## src/hdl/high_port_pkg.sv

```systemverilog
// Package with register map, mode bit positions and carrier types for the high port latches.
package high_port_pkg;

  // ----------------------------------------------------------------
  // Register map
  // ----------------------------------------------------------------
  localparam logic [7:0] ADDR_PORT_FOUR = 8'h84;
  localparam logic [7:0] ADDR_PORT_FIVE = 8'h85;
  localparam logic [7:0] ADDR_PORT_SIX  = 8'h86;
  localparam logic [7:0] LATCH_RESET    = 8'hff;
  localparam logic [7:0] READ_UNMAPPED  = 8'h00;

  // ----------------------------------------------------------------
  // Output mode bit positions, one bit per nibble
  // ----------------------------------------------------------------
  localparam int MODE_FOUR_LO = 0;
  localparam int MODE_FOUR_HI = 1;
  localparam int MODE_FIVE_LO = 2;
  localparam int MODE_FIVE_HI = 3;
  localparam int MODE_SIX_LO  = 4;
  localparam int MODE_SIX_HI  = 5;

  // ----------------------------------------------------------------
  // Carrier types
  // ----------------------------------------------------------------
  typedef struct packed {
    logic [7:0] four;
    logic [7:0] five;
    logic [7:0] six;
  } port_bytes_t;

  typedef struct packed {
    logic [7:0] out;
    logic [7:0] oe;
  } pin_drive_t;

  typedef struct packed {
    port_bytes_t latch;
    port_bytes_t sync1;
    port_bytes_t sync2;
    port_bytes_t sync3;
    logic [7:0]  rdata;
  } port_state_t;

endpackage

```

## src/hdl/high_port_data_latches.sv

```systemverilog
// Data latches, pin drivers and pin read path for ports four, five and six.
`timescale 1ns/1ns
module high_port_data_latches (
  // Clock and reset
  input  wire logic                      clk,
  input  wire logic                      rst_n,
  // Special-function-register bus
  input  wire logic [7:0]                sfr_addr,
  input  wire logic                      sfr_wr,
  input  wire logic                      sfr_rd,
  input  wire logic [7:0]                sfr_wdata,
  output logic      [7:0]                sfr_rdata,
  // Output mode register bits from outside the block
  input  wire logic [7:0]                high_ports_output_mode,
  // External memory interface override, level signals held for a whole move
  input  wire logic                      mem_active,
  input  wire logic                      mem_muxed,
  input  wire logic [15:0]               mem_addr,
  input  wire logic                      mem_strobe_oe,
  input  wire logic [2:0]                mem_strobe_out,
  input  wire logic                      mem_data_oe,
  input  wire logic [7:0]                mem_data_out,
  // Pins
  input  wire high_port_pkg::port_bytes_t pin_in,
  output high_port_pkg::pin_drive_t      pin_four,
  output high_port_pkg::pin_drive_t      pin_five,
  output high_port_pkg::pin_drive_t      pin_six
);

  high_port_pkg::port_state_t s_r;
  high_port_pkg::port_state_t s_nxt;
  logic [7:0] mode_four;
  logic [7:0] mode_five;
  logic [7:0] mode_six;

  // ----------------------------------------------------------------
  // Register update and pin synchroniser
  // ----------------------------------------------------------------
  always_comb begin
    s_nxt = s_r;
    s_nxt.sync1 = pin_in;
    s_nxt.sync2 = s_r.sync1;
    s_nxt.sync3 = s_r.sync2;
    if (sfr_wr) begin
      unique case (sfr_addr)
        high_port_pkg::ADDR_PORT_FOUR: s_nxt.latch.four = sfr_wdata;
        high_port_pkg::ADDR_PORT_FIVE: s_nxt.latch.five = sfr_wdata;
        high_port_pkg::ADDR_PORT_SIX:  s_nxt.latch.six  = sfr_wdata;
        default: ;
      endcase
    end
    // Third stage must agree with the second so a pin mid-transition is not returned.
    if (sfr_rd) begin
      unique case (sfr_addr)
        high_port_pkg::ADDR_PORT_FOUR:
          s_nxt.rdata = (s_r.sync2.four & s_r.sync3.four)
                      | (s_r.rdata & (s_r.sync2.four ^ s_r.sync3.four));
        high_port_pkg::ADDR_PORT_FIVE:
          s_nxt.rdata = (s_r.sync2.five & s_r.sync3.five)
                      | (s_r.rdata & (s_r.sync2.five ^ s_r.sync3.five));
        high_port_pkg::ADDR_PORT_SIX:
          s_nxt.rdata = (s_r.sync2.six & s_r.sync3.six)
                      | (s_r.rdata & (s_r.sync2.six ^ s_r.sync3.six));
        default: s_nxt.rdata = high_port_pkg::READ_UNMAPPED;
      endcase
    end
  end

  always_ff @(posedge clk) begin
    if (!rst_n) begin
      s_r.latch <= '{default: high_port_pkg::LATCH_RESET};
      s_r.sync1 <= '{default: high_port_pkg::LATCH_RESET};
      s_r.sync2 <= '{default: high_port_pkg::LATCH_RESET};
      s_r.sync3 <= '{default: high_port_pkg::LATCH_RESET};
      s_r.rdata <= high_port_pkg::READ_UNMAPPED;
    end else begin
      s_r <= s_nxt;
    end
  end

  assign sfr_rdata = s_r.rdata;

  // ----------------------------------------------------------------
  // Pin drive
  // ----------------------------------------------------------------
  // Mode bits expand nibble-wide; software wanting an input sets open-drain and a one.
  assign mode_four = {{4{high_ports_output_mode[high_port_pkg::MODE_FOUR_HI]}},
                      {4{high_ports_output_mode[high_port_pkg::MODE_FOUR_LO]}}};
  assign mode_five = {{4{high_ports_output_mode[high_port_pkg::MODE_FIVE_HI]}},
                      {4{high_ports_output_mode[high_port_pkg::MODE_FIVE_LO]}}};
  assign mode_six  = {{4{high_ports_output_mode[high_port_pkg::MODE_SIX_HI]}},
                      {4{high_ports_output_mode[high_port_pkg::MODE_SIX_LO]}}};

  // ----------------------------------------------------------------
  // External memory override
  // ----------------------------------------------------------------
  logic [7:0] six_src;
  logic [7:0] four_src;
  logic [7:0] five_src;
  logic [7:0] five_oe_gate;

  // The override is combinational so the pins follow the move within the cycle.
  // The latches keep their contents and take the pins back when the move ends.
  always_comb begin
    four_src = s_r.latch.four;
    five_src = s_r.latch.five;
    six_src  = s_r.latch.six;
    five_oe_gate = 8'hff;
    if (mem_active) begin
      six_src = mem_muxed ? mem_addr[15:8] : mem_addr[7:0];
      if (mem_strobe_oe) begin
        four_src[7:5] = mem_strobe_out;
      end
      if (mem_muxed) begin
        five_src = mem_data_out;
        five_oe_gate = {8{mem_data_oe}};
      end else begin
        five_src = mem_addr[15:8];
      end
    end
  end

  // A zero pulls low except on port five in a muxed move with mem_data_oe low; a one drives only where the nibble is push-pull.
  assign pin_four.out = four_src;
  assign pin_four.oe  = ~four_src | (four_src & mode_four);
  assign pin_five.out = five_src;
  assign pin_five.oe  = (~five_src | (five_src & mode_five)) & five_oe_gate;
  assign pin_six.out  = six_src;
  assign pin_six.oe   = ~six_src | (six_src & mode_six);

  // ----------------------------------------------------------------
  // Assertions
  // ----------------------------------------------------------------
  a_zero_drives_low: assert property (@(posedge clk) disable iff (!rst_n)
    (!mem_active && sfr_wr && sfr_addr == high_port_pkg::ADDR_PORT_FOUR)
      |=> mem_active || ((pin_four.out == $past(sfr_wdata))
                         && ((~pin_four.out & ~pin_four.oe) == 8'h00)))
    else $error("port four write not driven");
  a_zero_low_five: assert property (@(posedge clk) disable iff (!rst_n)
    !mem_active |-> ((~pin_five.out & ~pin_five.oe) == 8'h00))
    else $error("port five zero not driven");
  a_latch_six: assert property (@(posedge clk) disable iff (!rst_n)
    !mem_active |-> (pin_six.out == s_r.latch.six))
    else $error("port six not following latch");
  a_reset_latch: assert property (@(posedge clk)
    !rst_n |=> (s_r.latch == {3{high_port_pkg::LATCH_RESET}}))
    else $error("latches not set by reset");
  a_open_drain_float: assert property (@(posedge clk) disable iff (!rst_n)
    !mem_active |-> ((pin_six.out & ~mode_six & pin_six.oe) == 8'h00))
    else $error("open-drain one driven");
  a_ovr_open_drain: assert property (@(posedge clk) disable iff (!rst_n)
    mem_active |-> ((pin_six.out & ~mode_six & pin_six.oe) == 8'h00))
    else $error("open-drain one driven during move");
  a_push_pull_high: assert property (@(posedge clk) disable iff (!rst_n)
    !mem_active |-> ((pin_five.out & mode_five & ~pin_five.oe) == 8'h00))
    else $error("push-pull one not driven");
  a_push_pull_four: assert property (@(posedge clk) disable iff (!rst_n)
    !mem_active |-> ((pin_four.out & mode_four & ~pin_four.oe) == 8'h00))
    else $error("port four push-pull one not driven");
  a_read_pins: assert property (@(posedge clk) disable iff (!rst_n)
    (sfr_rd && sfr_addr == high_port_pkg::ADDR_PORT_SIX && s_r.sync2.six == s_r.sync3.six)
      |=> sfr_rdata == $past(s_r.sync3.six))
    else $error("read does not return pins");
  a_read_five: assert property (@(posedge clk) disable iff (!rst_n)
    (sfr_rd && sfr_addr == high_port_pkg::ADDR_PORT_FIVE && s_r.sync2.five == s_r.sync3.five)
      |=> sfr_rdata == $past(s_r.sync3.five))
    else $error("port five read does not return pins");
  a_read_unmapped: assert property (@(posedge clk) disable iff (!rst_n)
    (sfr_rd && sfr_addr != high_port_pkg::ADDR_PORT_FOUR
     && sfr_addr != high_port_pkg::ADDR_PORT_FIVE && sfr_addr != high_port_pkg::ADDR_PORT_SIX)
      |=> sfr_rdata == high_port_pkg::READ_UNMAPPED)
    else $error("unmapped read not zero");
  a_read_holds: assert property (@(posedge clk) disable iff (!rst_n)
    !sfr_rd |=> $stable(sfr_rdata))
    else $error("read data changed without a read");
  a_muxed_addr: assert property (@(posedge clk) disable iff (!rst_n)
    (mem_active && mem_muxed) |-> pin_six.out == mem_addr[15:8])
    else $error("muxed address wrong");
  a_nonmux_addr: assert property (@(posedge clk) disable iff (!rst_n)
    (mem_active && !mem_muxed) |-> pin_six.out == mem_addr[7:0])
    else $error("non-muxed address wrong");
  a_read_release: assert property (@(posedge clk) disable iff (!rst_n)
    (mem_active && mem_muxed && !mem_data_oe) |-> pin_five.oe == 8'h00)
    else $error("data bus driven in read");
  a_strobe_ovr: assert property (@(posedge clk) disable iff (!rst_n)
    (mem_active && mem_strobe_oe) |-> pin_four.out[7:5] == mem_strobe_out)
    else $error("strobes not on port four");
  a_data_ovr: assert property (@(posedge clk) disable iff (!rst_n)
    (mem_active && mem_muxed) |-> pin_five.out == mem_data_out)
    else $error("data bus not on port five");
  a_five_high_addr: assert property (@(posedge clk) disable iff (!rst_n)
    (mem_active && !mem_muxed) |-> pin_five.out == mem_addr[15:8])
    else $error("high address not on port five");
  a_sync_depth: assert property (@(posedge clk) disable iff (!rst_n)
    ##3 (s_r.sync3 == $past(pin_in, 3)))
    else $error("synchroniser depth wrong");
  a_nibble_mode: assert property (@(posedge clk) disable iff (!rst_n)
    (!mem_active && s_r.latch.four[7:4] == 4'hf)
      |-> pin_four.oe[7:4] == {4{high_ports_output_mode[high_port_pkg::MODE_FOUR_HI]}})
    else $error("nibble mode wrong");

  // ----------------------------------------------------------------
  // Cover properties
  // ----------------------------------------------------------------
  c_write_four: cover property (@(posedge clk) sfr_wr && sfr_addr == high_port_pkg::ADDR_PORT_FOUR);
  c_read_six: cover property (@(posedge clk) sfr_rd && sfr_addr == high_port_pkg::ADDR_PORT_SIX);
  c_mem_muxed: cover property (@(posedge clk) mem_active && mem_muxed && !mem_data_oe);
  c_mem_plain: cover property (@(posedge clk) mem_active && !mem_muxed);
  c_mem_strobe: cover property (@(posedge clk) mem_active && mem_strobe_oe);

endmodule // high_port_data_latches

```

## config.mk

```make
export PLATFORM = sky130hd
export DESIGN_NAME = high_port_data_latches
export DESIGN_NICKNAME = d
export VERILOG_FILES = /design/src/hdl/high_port_pkg.sv /design/src/hdl/high_port_data_latches.sv
export SDC_FILE = /design/constraint.sdc
export NUM_CORES = 1
export LEC_CHECK = 0
export ABC_AREA = 0
export BUFFER_PORTS_ARGS = -buffer_cell sky130_fd_sc_hd__buf_2
export CORE_MARGIN = 2
export CORE_UTILIZATION = 44
export DETAILED_ROUTE_END_ITERATION = 8
export PLACE_DENSITY = 0.73
export SETUP_SLACK_MARGIN = 0.05
export SYNTH_ARGS = -nofsm -noshare
export SYNTH_HDL_FRONTEND = slang
export SYNTH_SLANG_ARGS = --single-unit
```

## constraint.sdc

```tcl
create_clock -name clk -period 1.2 [get_ports clk]
set_input_delay 0.06 -clock clk [delete_from_list [all_inputs] [get_ports clk]]
set_output_delay 0.06 -clock clk [all_outputs]
set_load 0.005 [all_outputs]
```

---- After elaboration in Yosys (flattened, before gate mapping) ----
Index checks and enable logic that the tools add are counted.
storage, ports and cells
  register bits after elaboration ......... 104
  latch bits .............................. 0
  RAM bits ................................ 0
  memory bits (read-only) ................. 0
  output and inout bits ................... 56
  word-level logic and storage cells ...... 50
  memories kept ........................... 0
cells by class
  add/sub/neg operators ................... 0
  multipliers ............................. 0
  div/mod/pow operators ................... 0
  order comparisons ....................... 0
  equality and inequality tests ........... 3
  shifts and indexed selects .............. 0
  multiplexer cells ....................... 9
  bitwise gates (word level) .............. 22
  reductions and logical operators ........ 3
operators by type and width
  kind                                         number
  AND 8 bit                                    10
  2-to-1 mux 8 bit                             6
  bitwise OR 8 bit                             6
  equality test 8 bit (second input constant)  3
  NOT 8 bit                                    3
  case mux 8 bit (3 select lines)              1
  bitwise XOR 8 bit                            3
  2-to-1 mux 3 bit                             2
  AND reduction 2 bit                          3

---- Depth between registers and ports, before layout ----
Gate-level depths: netlist (run 1).
  depth after elaboration ................. 5
  gate-level depth with buffers ........... 5
  gate-level depth less buffers ........... 4

---- Worst setup path after synthesis (run 1) ----
OpenSTA, ideal clock, no wires.
  kind .................................... reg-to-reg
  start point ............................. reg s_r[22] (netlist name)
  end point ............................... reg s_r, in the netlist sfr_rdata[6]
  setup time .............................. 129 ps
  arrival time ............................ 1007 ps
  required time ........................... 1071 ps
  path slack .............................. 65 ps
  stages on the path, launching flop included .. 5
  buffers on the path ..................... 0
  cells stage by stage .................... dfxtp_1 -> ha_1 -> and4b_1 -> a221oi_1 -> a211oi_1
on the way
  word-level cells in the longest chain between the ends .. 4
  elaborated cells between the ends (all ways) .. 5
ends and longest elaborated chain
  element                            RTL line                      source
  from (decl)                        high_port_data_latches.sv:30  high_port_pkg::port_state_t s_r;
  from (signal assigned)             high_port_data_latches.sv:77  s_r <= s_nxt;
  bitwise XOR 8 bit                  high_port_data_latches.sv:60  | (s_r.rdata & (s_r.sync2.five ^ s_r.sync3.five));
  AND 8 bit                          high_port_data_latches.sv:60
  bitwise OR 8 bit *                 high_port_data_latches.sv:60
  case mux 8 bit (3 select lines) *  high_port_data_latches.sv:54  unique case (sfr_addr)
Mark *: on every way between the ends. The rest lies on a longest branch, timed or not.
A chain may end at the register's enable or synchronous reset.

---- Worst setup path after layout (run 1) ----
Ends and elaborated chain as after synthesis.

==> impl_metrics.tcl, run 1 <==
set metrics [dict create \
    slew_headroom_pct 77.7 \
    via_count 3711 \
    ys_seq_area_share_pct 45.0 \
    powerDensity_nw_per_um2 1050 \
    cts_tree "done" \
    drtIter0Drc 163 \
    clk_path_buf_depth 2 \
    status "complete, but fails checks" \
    htreeDepth 3 \
    dp_slack_ns -0.0901 \
    min_path_type "input port to flip-flop" \
    start_util_pct 45.0 \
    antenna_cells 0 \
    power_switching_uw 1590 \
    antenna_found_initial 0 \
    clk-insertion-delay-late_ns 0.36 \
    max_freq_mhz 815 \
    crit_path_start_kind "flip-flop" \
    coreArea_sq_um 10300 \
    regToRegSetupSlack_ns -0.03 \
    drv_cap 0 \
    synth_enable_flop_cells 0 \
    p_sw_share_pct 23.8 \
    crit_chain "ha_1 -> and4b_1 -> a221oi_2 -> a211oi_2" \
    violations "setup timing" \
    rsz0062_at_grt "yes" \
    viasPerCell 4.92 \
    fin_crit_ns 1.23 \
    dieHeight_um 107 \
    yosys_warnings 0 \
    synth-seq-cells 104 \
    dp_hpwl_um 7550 \
    die_width_um 107 \
    synth.net_count 564 \
    grt.total_usage_pct 18.7 \
    cts_made_buffers 9 \
    worst-setup-path-type "flip-flop to flip-flop" \
    postRouteAntennaNets 0 \
    grt_start_max_net_pins 24 \
    overflow 0 \
    grt_pass1_vias 3742 \
    die_area_sq_um 11300 \
    p_int_uw 5080 \
    syn_inst 457 \
    portBuffers 136 \
    p_leak_uw 0.00276 \
    setup_viol_count_final 5 \
    synthToLayoutAreaGrowth_pct 36.7 \
    crit-reg2reg-launch "s_r[22]" \
    crit_slowest_cell "dfxtp_1" \
    drc_errors 0 \
    num-nets-final 722 \
    dr.pass1.iters 4 \
    critical_path.endpoint "sfr_rdata[6]" \
    avgSynthCellArea_sq_um 10.1 \
    gp_congestion 0.778 \
    crit_required_ns 1.43 \
    synthDistinctLibCells 31 \
    finalClockSkew_ns 0.0125 \
    stdcell_count 755 \
    cp-startpoint "s_r[22]" \
    io_pins 139 \
    cpPeakStageDelay_ns 0.31 \
    drt-total-wl_um 10900 \
    setup_ws_ns -0.0271 \
    vdd_drop_max_uv 768 \
    worst_slew_pin_slew_ns 0.334 \
    synth_flop_cell "dfxtp_1" \
    reg2reg_to "sfr_rdata[6]" \
    grt_pass1_wl_um 17100 \
    clkSinkCount 104 \
    drv_slew 0 \
    fin_util_pct 61.5 \
    crit_fanout 1 \
    synthArstFlopShare_pct 0 \
    seq_power_share_pct 53.9 \
    clockRootBuffer "clkbuf_8" \
    n_fill_cell 865 \
    whs_ns 0.0113 \
    cp_data_arrival_time_ns 1.46 \
    reg2reg_depth 4 \
    clk_pin_slew_worst_paths_ns 0.08 \
    rows 37 \
    dp.cells 708 \
    fin_crit_sh_pct 102 \
    syn_area_sq_um 4630 \
    clock_power_share_pct 31.6 \
    hold_viol 0 \
    layout-drive-gt1-share_pct 44.3 \
    pwr-share-comb_pct 14.5 \
    cp-end-kind "flip-flop" \
    wl_per_cell_um 14.5 \
    power.total_uw 6670 \
]
worst max-delay path: cells and delay by family (launching register included):
kind / cells / cell delay [ns]
AOI/OAI and AO/OA: 2 / 0.34
adders and majority gates: 1 / 0.27
and+or+nand+nor: 1 / 0.19
DFF: 1 / 0.31
how the worst min path moves through the flow:
stage                            start         to  slack, ns  cells after the start
final                     sfr_wdata[1]    s_r[81]       0.01                      3
after global routing      sfr_wdata[1]    s_r[89]       0.01                      3
after CTS                        rst_n    s_r[16]      0.007                      2
after detailed placement     pin_in[3]  s_nxt[35]       0.24                      2
after global placement      pin_in[18]  s_nxt[50]       0.24                      2
after floorplan              pin_in[0]  s_nxt[32]       0.16                      1
per-stage QoR:
step           cell area [sq um]  setup TNS, ns
2_1_floorplan               4630              0
3_3_place_gp                5420         -0.542
3_5_place_dp                5420          -1.34
4_1_cts                     6120        -0.0163
5_1_grt                     6320         -0.407
6_report                    6320        -0.0437
repair_timing:
item | CTS | global route
resized for setup | 68 | 44
setup buffers | 4 | 2
hold endpoints to repair | 28 | 0
pin swaps | 32 | 24
setup endpoints to repair | 37 | 36
hold buffers | 26 | 0
cells in the final DEF (no fill, tap or decap), types with 2 or more instances in the layout:
master,n
nand4_4,2
nand2_1,6
buf_4,22
mux2i_1,42
dfxtp_2,33
buf_12,3
a21o_1,7
a311o_1,7
and3b_1,7
nor2_4,2
nor2_2,14
mux2_4,3
ha_4,13
ha_1,11
a21oi_1,12
a41oi_1,7
inv_1,10
nand2b_1,89
a21oi_2,18
dlygate4sd3_1,26
buf_2,130
clkbuf_4,2
nor2b_1,34
buf_6,3
nand2_2,3
clkinv_2,3
dfxtp_1,70
clkbuf_8,10
a21boi_1,8
a211oi_2,8
per-layer routing:
metal	global-route usage (%)	vias to the layer above	wire length (um)
li1	-	1855	-
met4	8.16	0	210
met1	21.3	1716	4450
met3	3.31	15	590
met2	34.2	125	5670
met5	0	-	0
registers in the layout (all words and copies together), names as in the netlist:
name / flops
pin_four: 5
s_nxt: 48
s_r: 43
sfr_rdata: 8
area by class of cell:
| type | count | area [sq um] | area share (%) |
|---|---|---|---|
| Sequential cell | 104 | 2130 | 33.6 |
| Tap cell | 136 | 170 | 2.69 |
| Clock inverter | 4 | 45.0 | 0.712 |
| Inverter | 10 | 37.5 | 0.593 |
| Multi-Input combinational cell | 304 | 2620 | 41.4 |
| Timing Repair Buffer | 186 | 1180 | 18.7 |
| Clock buffer | 11 | 141 | 2.24 |
cells by family (layout without fill, tap and decap cells):
logic type               after synthesis  count (layout)  synth area share, %
AND/OR/NAND/NOR                      164             164                 22.4
flip-flops                           104             104                 45.0
AO/OA/AOI/OAI                         71              71                 10.4
buffers and inverters                 49             211                 5.84
multiplexers                          45              45                 9.82
adder cells (fa/ha/maj)               24              24                 6.49
synth_stat cells (8+ instances only):
library cell	count	area share (%)
nand2_1	9	0.73
buf_4	20	3.2
inv_1	10	0.81
nand2b_1	89	12
nor2b_1	34	4.6
nor2_1	17	1.4
mux2i_1	42	9.1
a21boi_0	8	1.3
ha_1	24	6.5
a211oi_1	8	1.3
dfxtp_1	104	45
a21oi_1	30	3.2
clkbuf_1	15	1.2
power by group through the flow:
stage	Clock, uW	Sequential [uW]	Combinational (uW)
3_5_place_dp	0	3660	799
3_3_place_gp	0	3660	777
4_1_cts	2150	3590	916
5_1_grt	2310	3610	1070
6_report	2110	3600	965
2_1_floorplan	0	3650	443
Note: power is estimated with default switching activity, not from simulation.
==> run 2, diff against run 1 <==
--- a/config.mk
+++ b/config.mk
@@ -11,6 +11,7 @@
 export CORE_UTILIZATION = 44
 export DETAILED_ROUTE_END_ITERATION = 8
 export PLACE_DENSITY = 0.73
+export REMOVE_ABC_BUFFERS = 1
 export SETUP_SLACK_MARGIN = 0.05
 export SYNTH_ARGS = -nofsm -noshare
 export SYNTH_HDL_FRONTEND = slang
==> impl_metrics.tcl, run 2 (synthesis results as in run 1) <==
set metrics [dict create \
    dieHeight_um 107 \
    max_freq_mhz 804 \
    viasPerCell 4.94 \
    multiInputGateArea_sq_um 2610 \
    overflow 0 \
    dp.cells 713 \
    crit_chain "nor2_2 -> a21oi_2 -> a21boi_2 -> buf_2" \
    wl_met1_um 4570 \
    gp_congestion 0.790 \
    clk_pin_slew_worst_paths_ns 0.09 \
    coreArea_sq_um 10300 \
    path_buf_inv 1 \
    drv_slew 0 \
    grt.total_usage_pct 19.5 \
    min_path_type "input port to flip-flop" \
    setup_ws_ns -0.0432 \
    postRouteAntennaNets 0 \
    fin_tns_setup_ns -0.114 \
    crit-reg2reg-launch "s_nxt[19]" \
    worst-setup-path-type "flip-flop to output pin" \
    final_common_cell "buf_2" \
    grt_pass1_vias 3728 \
    antenna_found_initial 1 \
    crit_slowest_cell "dfxtp_2" \
    dp_slack_ns -0.0771 \
    drtIter0Drc 152 \
    rsz0062_at_grt "yes" \
    dr_wl_met3_um 650 \
    powerDensity_nw_per_um2 1090 \
    cp_data_arrival_time_ns 1.18 \
    num-nets-final 730 \
    hold_viol 0 \
    slew_headroom_pct 77.4 \
    cts_made_buffers 9 \
    clk-insertion-delay-late_ns 0.37 \
    fin_crit_sh_pct 104 \
    fin_crit_ns 1.24 \
    io_pins 139 \
    die_area_sq_um 11300 \
    wl_per_cell_um 14.4 \
    portBuffers 136 \
    clkSinkCount 104 \
    stdcell_count 765 \
    regToRegSetupSlack_ns 0.02 \
    most-common-layout-cells "buf_2 (130), nand2b_1 (89), dfxtp_1 (65)" \
    clk_path_buf_depth 2 \
    layout-drive-gt1-share_pct 43.5 \
    clockRootBuffer "clkbuf_8" \
    crit_required_ns 1.14 \
    violations "setup timing" \
    ff_latch_area_sq_um 2130 \
    p_leak_uw 0.00281 \
    status "complete, but fails checks" \
    power.total_uw 7050 \
    synthToLayoutAreaGrowth_pct 39.6 \
    htreeDepth 3 \
    cp_top_family "flip-flops" \
    die_width_um 107 \
    dr.pass1.iters 4 \
    dp_hpwl_um 7470 \
    cpPeakStageDelay_ns 0.35 \
    via_count 3781 \
    drv_cap 0 \
    drc_errors 0 \
    grt_pass1_wl_um 17600 \
    reg2reg_depth 4 \
    crit_fanout 2 \
    cp-end-kind "output pin" \
    n_fill_cell 808 \
    drt-total-wl_um 11000 \
    worst_slew_pin_slew_ns 0.340 \
    start_util_pct 45.0 \
    top_layer_used "met4" \
    cts_tree "done" \
    whs_path_depth 3 \
    rows 37 \
    grt_start_max_net_pins 39 \
    reg2reg_to "sfr_rdata[3]" \
    crit_path_start_kind "flip-flop" \
    finalClockSkew_ns 0.0101 \
    largest_reg_flops 48 \
    min_from "sfr_wdata[0]" \
    wl_met2_um 5580 \
    setup_viol_count_final 8 \
    hold_path_end "pin_four[8]" \
    whs_ns 0.0178 \
    vdd_drop_max_uv 938 \
]
[run 2: how the worst max path moves through the flow]
stage / from / to / slack, ns / cells after the start
floorplan: sfr_addr[7] / pin_four[10] / -0.18 / 3
global placement: sfr_addr[3] / s_r[81] / -0.04 / 5
detailed placement: sfr_addr[3] / s_r[80] / -0.08 / 5
CTS: s_r[93] / pin_five[5] / -0.05 / 4
global route: s_r[93] / pin_five[5] / -0.09 / 4
finish: s_r[93] / pin_five[5] / -0.04 / 4
[run 2: metal layers]
layer  vias to the layer above  track usage (%)
met5                         -                0
met4                         0             7.14
met3                        18             3.62
met2                       146             36.7
met1                      1743             21.8
li1                       1874                -
[run 2: final cells by class]
cell class	count	share of cell area, %
antenna	1	0.0388
tap	136	2.64
timing repair buffer	194	19.8
inverter	10	0.581
clock buffer	12	2.40
multi-input combinational	304	40.3
clock inverter	4	1.18
sequential	104	33.0
[run 2: metrics by stage]
stage               utilization (%)  instance area [sq um]
finish                         62.8                   6460
global route                   62.8                   6460
CTS                            61.4                   6310
detailed placement             53.2                   5470
global placement               53.2                   5470
floorplan                         -                   4390
[run 2: worst reg2reg max path: cells and delay by family, from the launching register on]
kind                     cells  cell delay, ns
adder cells (fa/ha/maj)      1            0.26
AO/OA/AOI/OAI                2            0.45
flip-flops                   1            0.35
AND/OR/NAND/NOR              1            0.05
[run 2: timing repair]
item	4_1_cts	5_1_grt
resized for setup	76	32
hold buffers	31	1
buffers inserted	3	1
setup endpoints to repair	42	44
pin swaps	22	30
hold endpoints to repair	41	1
[run 2: power breakdown]
group	internal (uW)	switching (uW)	leakage (uW)
registers	3550	50.9	0.000836
logic	555	435	0.00186
clock network	1290	1170	0.000113
==> run 3, diff against run 2 <==
--- a/config.mk
+++ b/config.mk
@@ -11,8 +11,6 @@
 export CORE_UTILIZATION = 44
 export DETAILED_ROUTE_END_ITERATION = 8
 export PLACE_DENSITY = 0.73
-export REMOVE_ABC_BUFFERS = 1
-export SETUP_SLACK_MARGIN = 0.05
 export SYNTH_ARGS = -nofsm -noshare
 export SYNTH_HDL_FRONTEND = slang
 export SYNTH_SLANG_ARGS = --single-unit
==> impl_metrics.tcl, run 3 (synthesis results as in run 1) <==
set metrics [dict create \
    violations "setup timing" \
    ff_latch_area_sq_um 2120 \
    fin_crit_sh_pct 102 \
    clkSinkCount 104 \
    die_area_sq_um 11300 \
    powerDensity_nw_per_um2 1070 \
    layout-drive-gt1-share_pct 41.8 \
    fin_util_pct 60.2 \
    whs_ns 0.0101 \
    gp_congestion 0.778 \
    portBuffers 136 \
    crit_path_start_kind "flip-flop" \
    wl_per_cell_um 14.3 \
    cp_data_arrival_time_ns 1.51 \
    finalClockSkew_ns 0.0103 \
    most-common-layout-cells "buf_2 (134), nand2b_1 (89), dfxtp_1 (71)" \
    fin_crit_ns 1.22 \
    antenna_found_initial 0 \
    grt_pass1_vias 3622 \
    dr.pass1.iters 4 \
    status "complete, but fails checks" \
    via_count 3668 \
    crit_chain "ha_4 -> nand2_2 -> a311o_1 -> a21oi_2" \
    vdd_drop_max_uv 767 \
    final_common_cell "buf_2" \
    crit_required_ns 1.49 \
    clk-insertion-delay-late_ns 0.36 \
    drtIter0Drc 162 \
    multiInputGateArea_sq_um 2540 \
    largest_reg_flops 48 \
    dpl-instance-area_sq_um 5420 \
    p_leak_uw 0.00272 \
    crit_fanout 2 \
    drt-total-wl_um 10700 \
    cts_tree "done" \
    htreeDepth 3 \
    viasPerCell 4.88 \
    setup_viol_count_final 1 \
    setup_ws_ns -0.0185 \
    synthToLayoutAreaGrowth_pct 33.8 \
    cp-end-kind "flip-flop" \
    grt.total_usage_pct 18.1 \
    rows 37 \
    path_buf_inv 0 \
    min_path_type "input port to flip-flop" \
    n_fill_cell 884 \
    rsz0062_at_grt "yes" \
    cp_top_family "compound AO/OA/AOI/OAI gates" \
    worst_slew_pin_slew_ns 0.352 \
    coreArea_sq_um 10300 \
    dp_hpwl_um 7550 \
    cpPeakStageDelay_ns 0.37 \
    slew_headroom_pct 76.6 \
    postRouteAntennaNets 0 \
    clockRootBuffer "clkbuf_8" \
    clk_pin_slew_worst_paths_ns 0.10 \
    crit_slowest_cell "a311o_1" \
    start_util_pct 45.0 \
    overflow 0 \
    drv_slew 0 \
    die_width_um 107 \
    cts_made_buffers 9 \
    stdcell_count 751 \
    dieHeight_um 107 \
    grt_pass1_wl_um 16500 \
    io_pins 139 \
    drv_cap 0 \
    clk_path_buf_depth 2 \
    antenna_cells 0 \
    drc_errors 0 \
    num-nets-final 718 \
    max_freq_mhz 821 \
    final_area_sq_um 6190 \
    grt_start_max_net_pins 24 \
    hold_viol 0 \
    dp.cells 708 \
    worst-setup-path-type "flip-flop to flip-flop" \
]
## run 3: cell types whose count changed in the layout (fill, tap and decap cells not counted), sizes merged
| cell | delta |
|---|---|
| buf | -7 |
| bufinv | -1 |
| clkinv | +2 |
| diode | -1 |
| clkinvlp | -1 |
| dlygate4sd3 | -6 |
## run 3: area by class of cell
cell class                 count  share of cell area, %
clock buffer                  11                   2.28
clock inverter                 4                  0.728
inverter                      10                  0.606
multi-input combinational    304                   41.0
sequential                   104                   34.3
tap                          136                   2.75
timing repair buffer         182                   18.3
## run 3: power by group
part | internal [uW] | total (uW) | switching [uW]
clock | 1000 | 2110 | 1100
combinational | 516 | 941 | 425
sequential | 3550 | 3590 | 43.6
## run 3: worst paths after layout
check,start,to,slack (ns),cells past startpoint
setup / recovery,s_nxt[19],sfr_rdata[3],-0.02,4
hold / removal,sfr_wdata[4],s_r[92],0.01,3
setup reg to reg,s_nxt[19],sfr_rdata[3],-0.02,4
hold reg to reg,s_nxt[36],s_nxt[12],0.41,1
## run 3: stage by stage
stage / worst slack [ns] / setup TNS (ns) / power [uW]
3_5_place_dp: -0.0901 / -1.34 / 4460
5_1_grt: -0.0531 / -0.353 / 6950
2_1_floorplan: 0.0646 / 0 / 4090
3_3_place_gp: -0.0380 / -0.542 / 4440
4_1_cts: -0.0134 / -0.0286 / 6610
6_report: -0.0185 / -0.0185 / 6640
## run 3: timing repair
item / 4_1_cts / 5_1_grt
hold buffers: 26 / 0
endpoints found under the hold margin: 28 / 0
setup endpoints to repair: 13 / 27
buffers inserted: 0 / 2
pin swaps: 2 / 35
gates resized for setup: 23 / 70
## run 3: worst register-to-register path: stages (launching register included)
cell	delay [ns]
dfxtp_2	0.35
ha_4	0.25
nand2_2	0.04
a311o_1	0.37
a21oi_2	0.14
## run 3: layer usage
| metal | vias up | global-route usage, % | share of wire [%] |
|---|---|---|---|
| li1 | 1844 | - | - |
| met1 | 1703 | 21.0 | 42 |
| met2 | 108 | 32.5 | 51 |
| met3 | 13 | 3.07 | 5.0 |
| met4 | 0 | 7.79 | 2.0 |
| met5 | - | 0 | 0 |
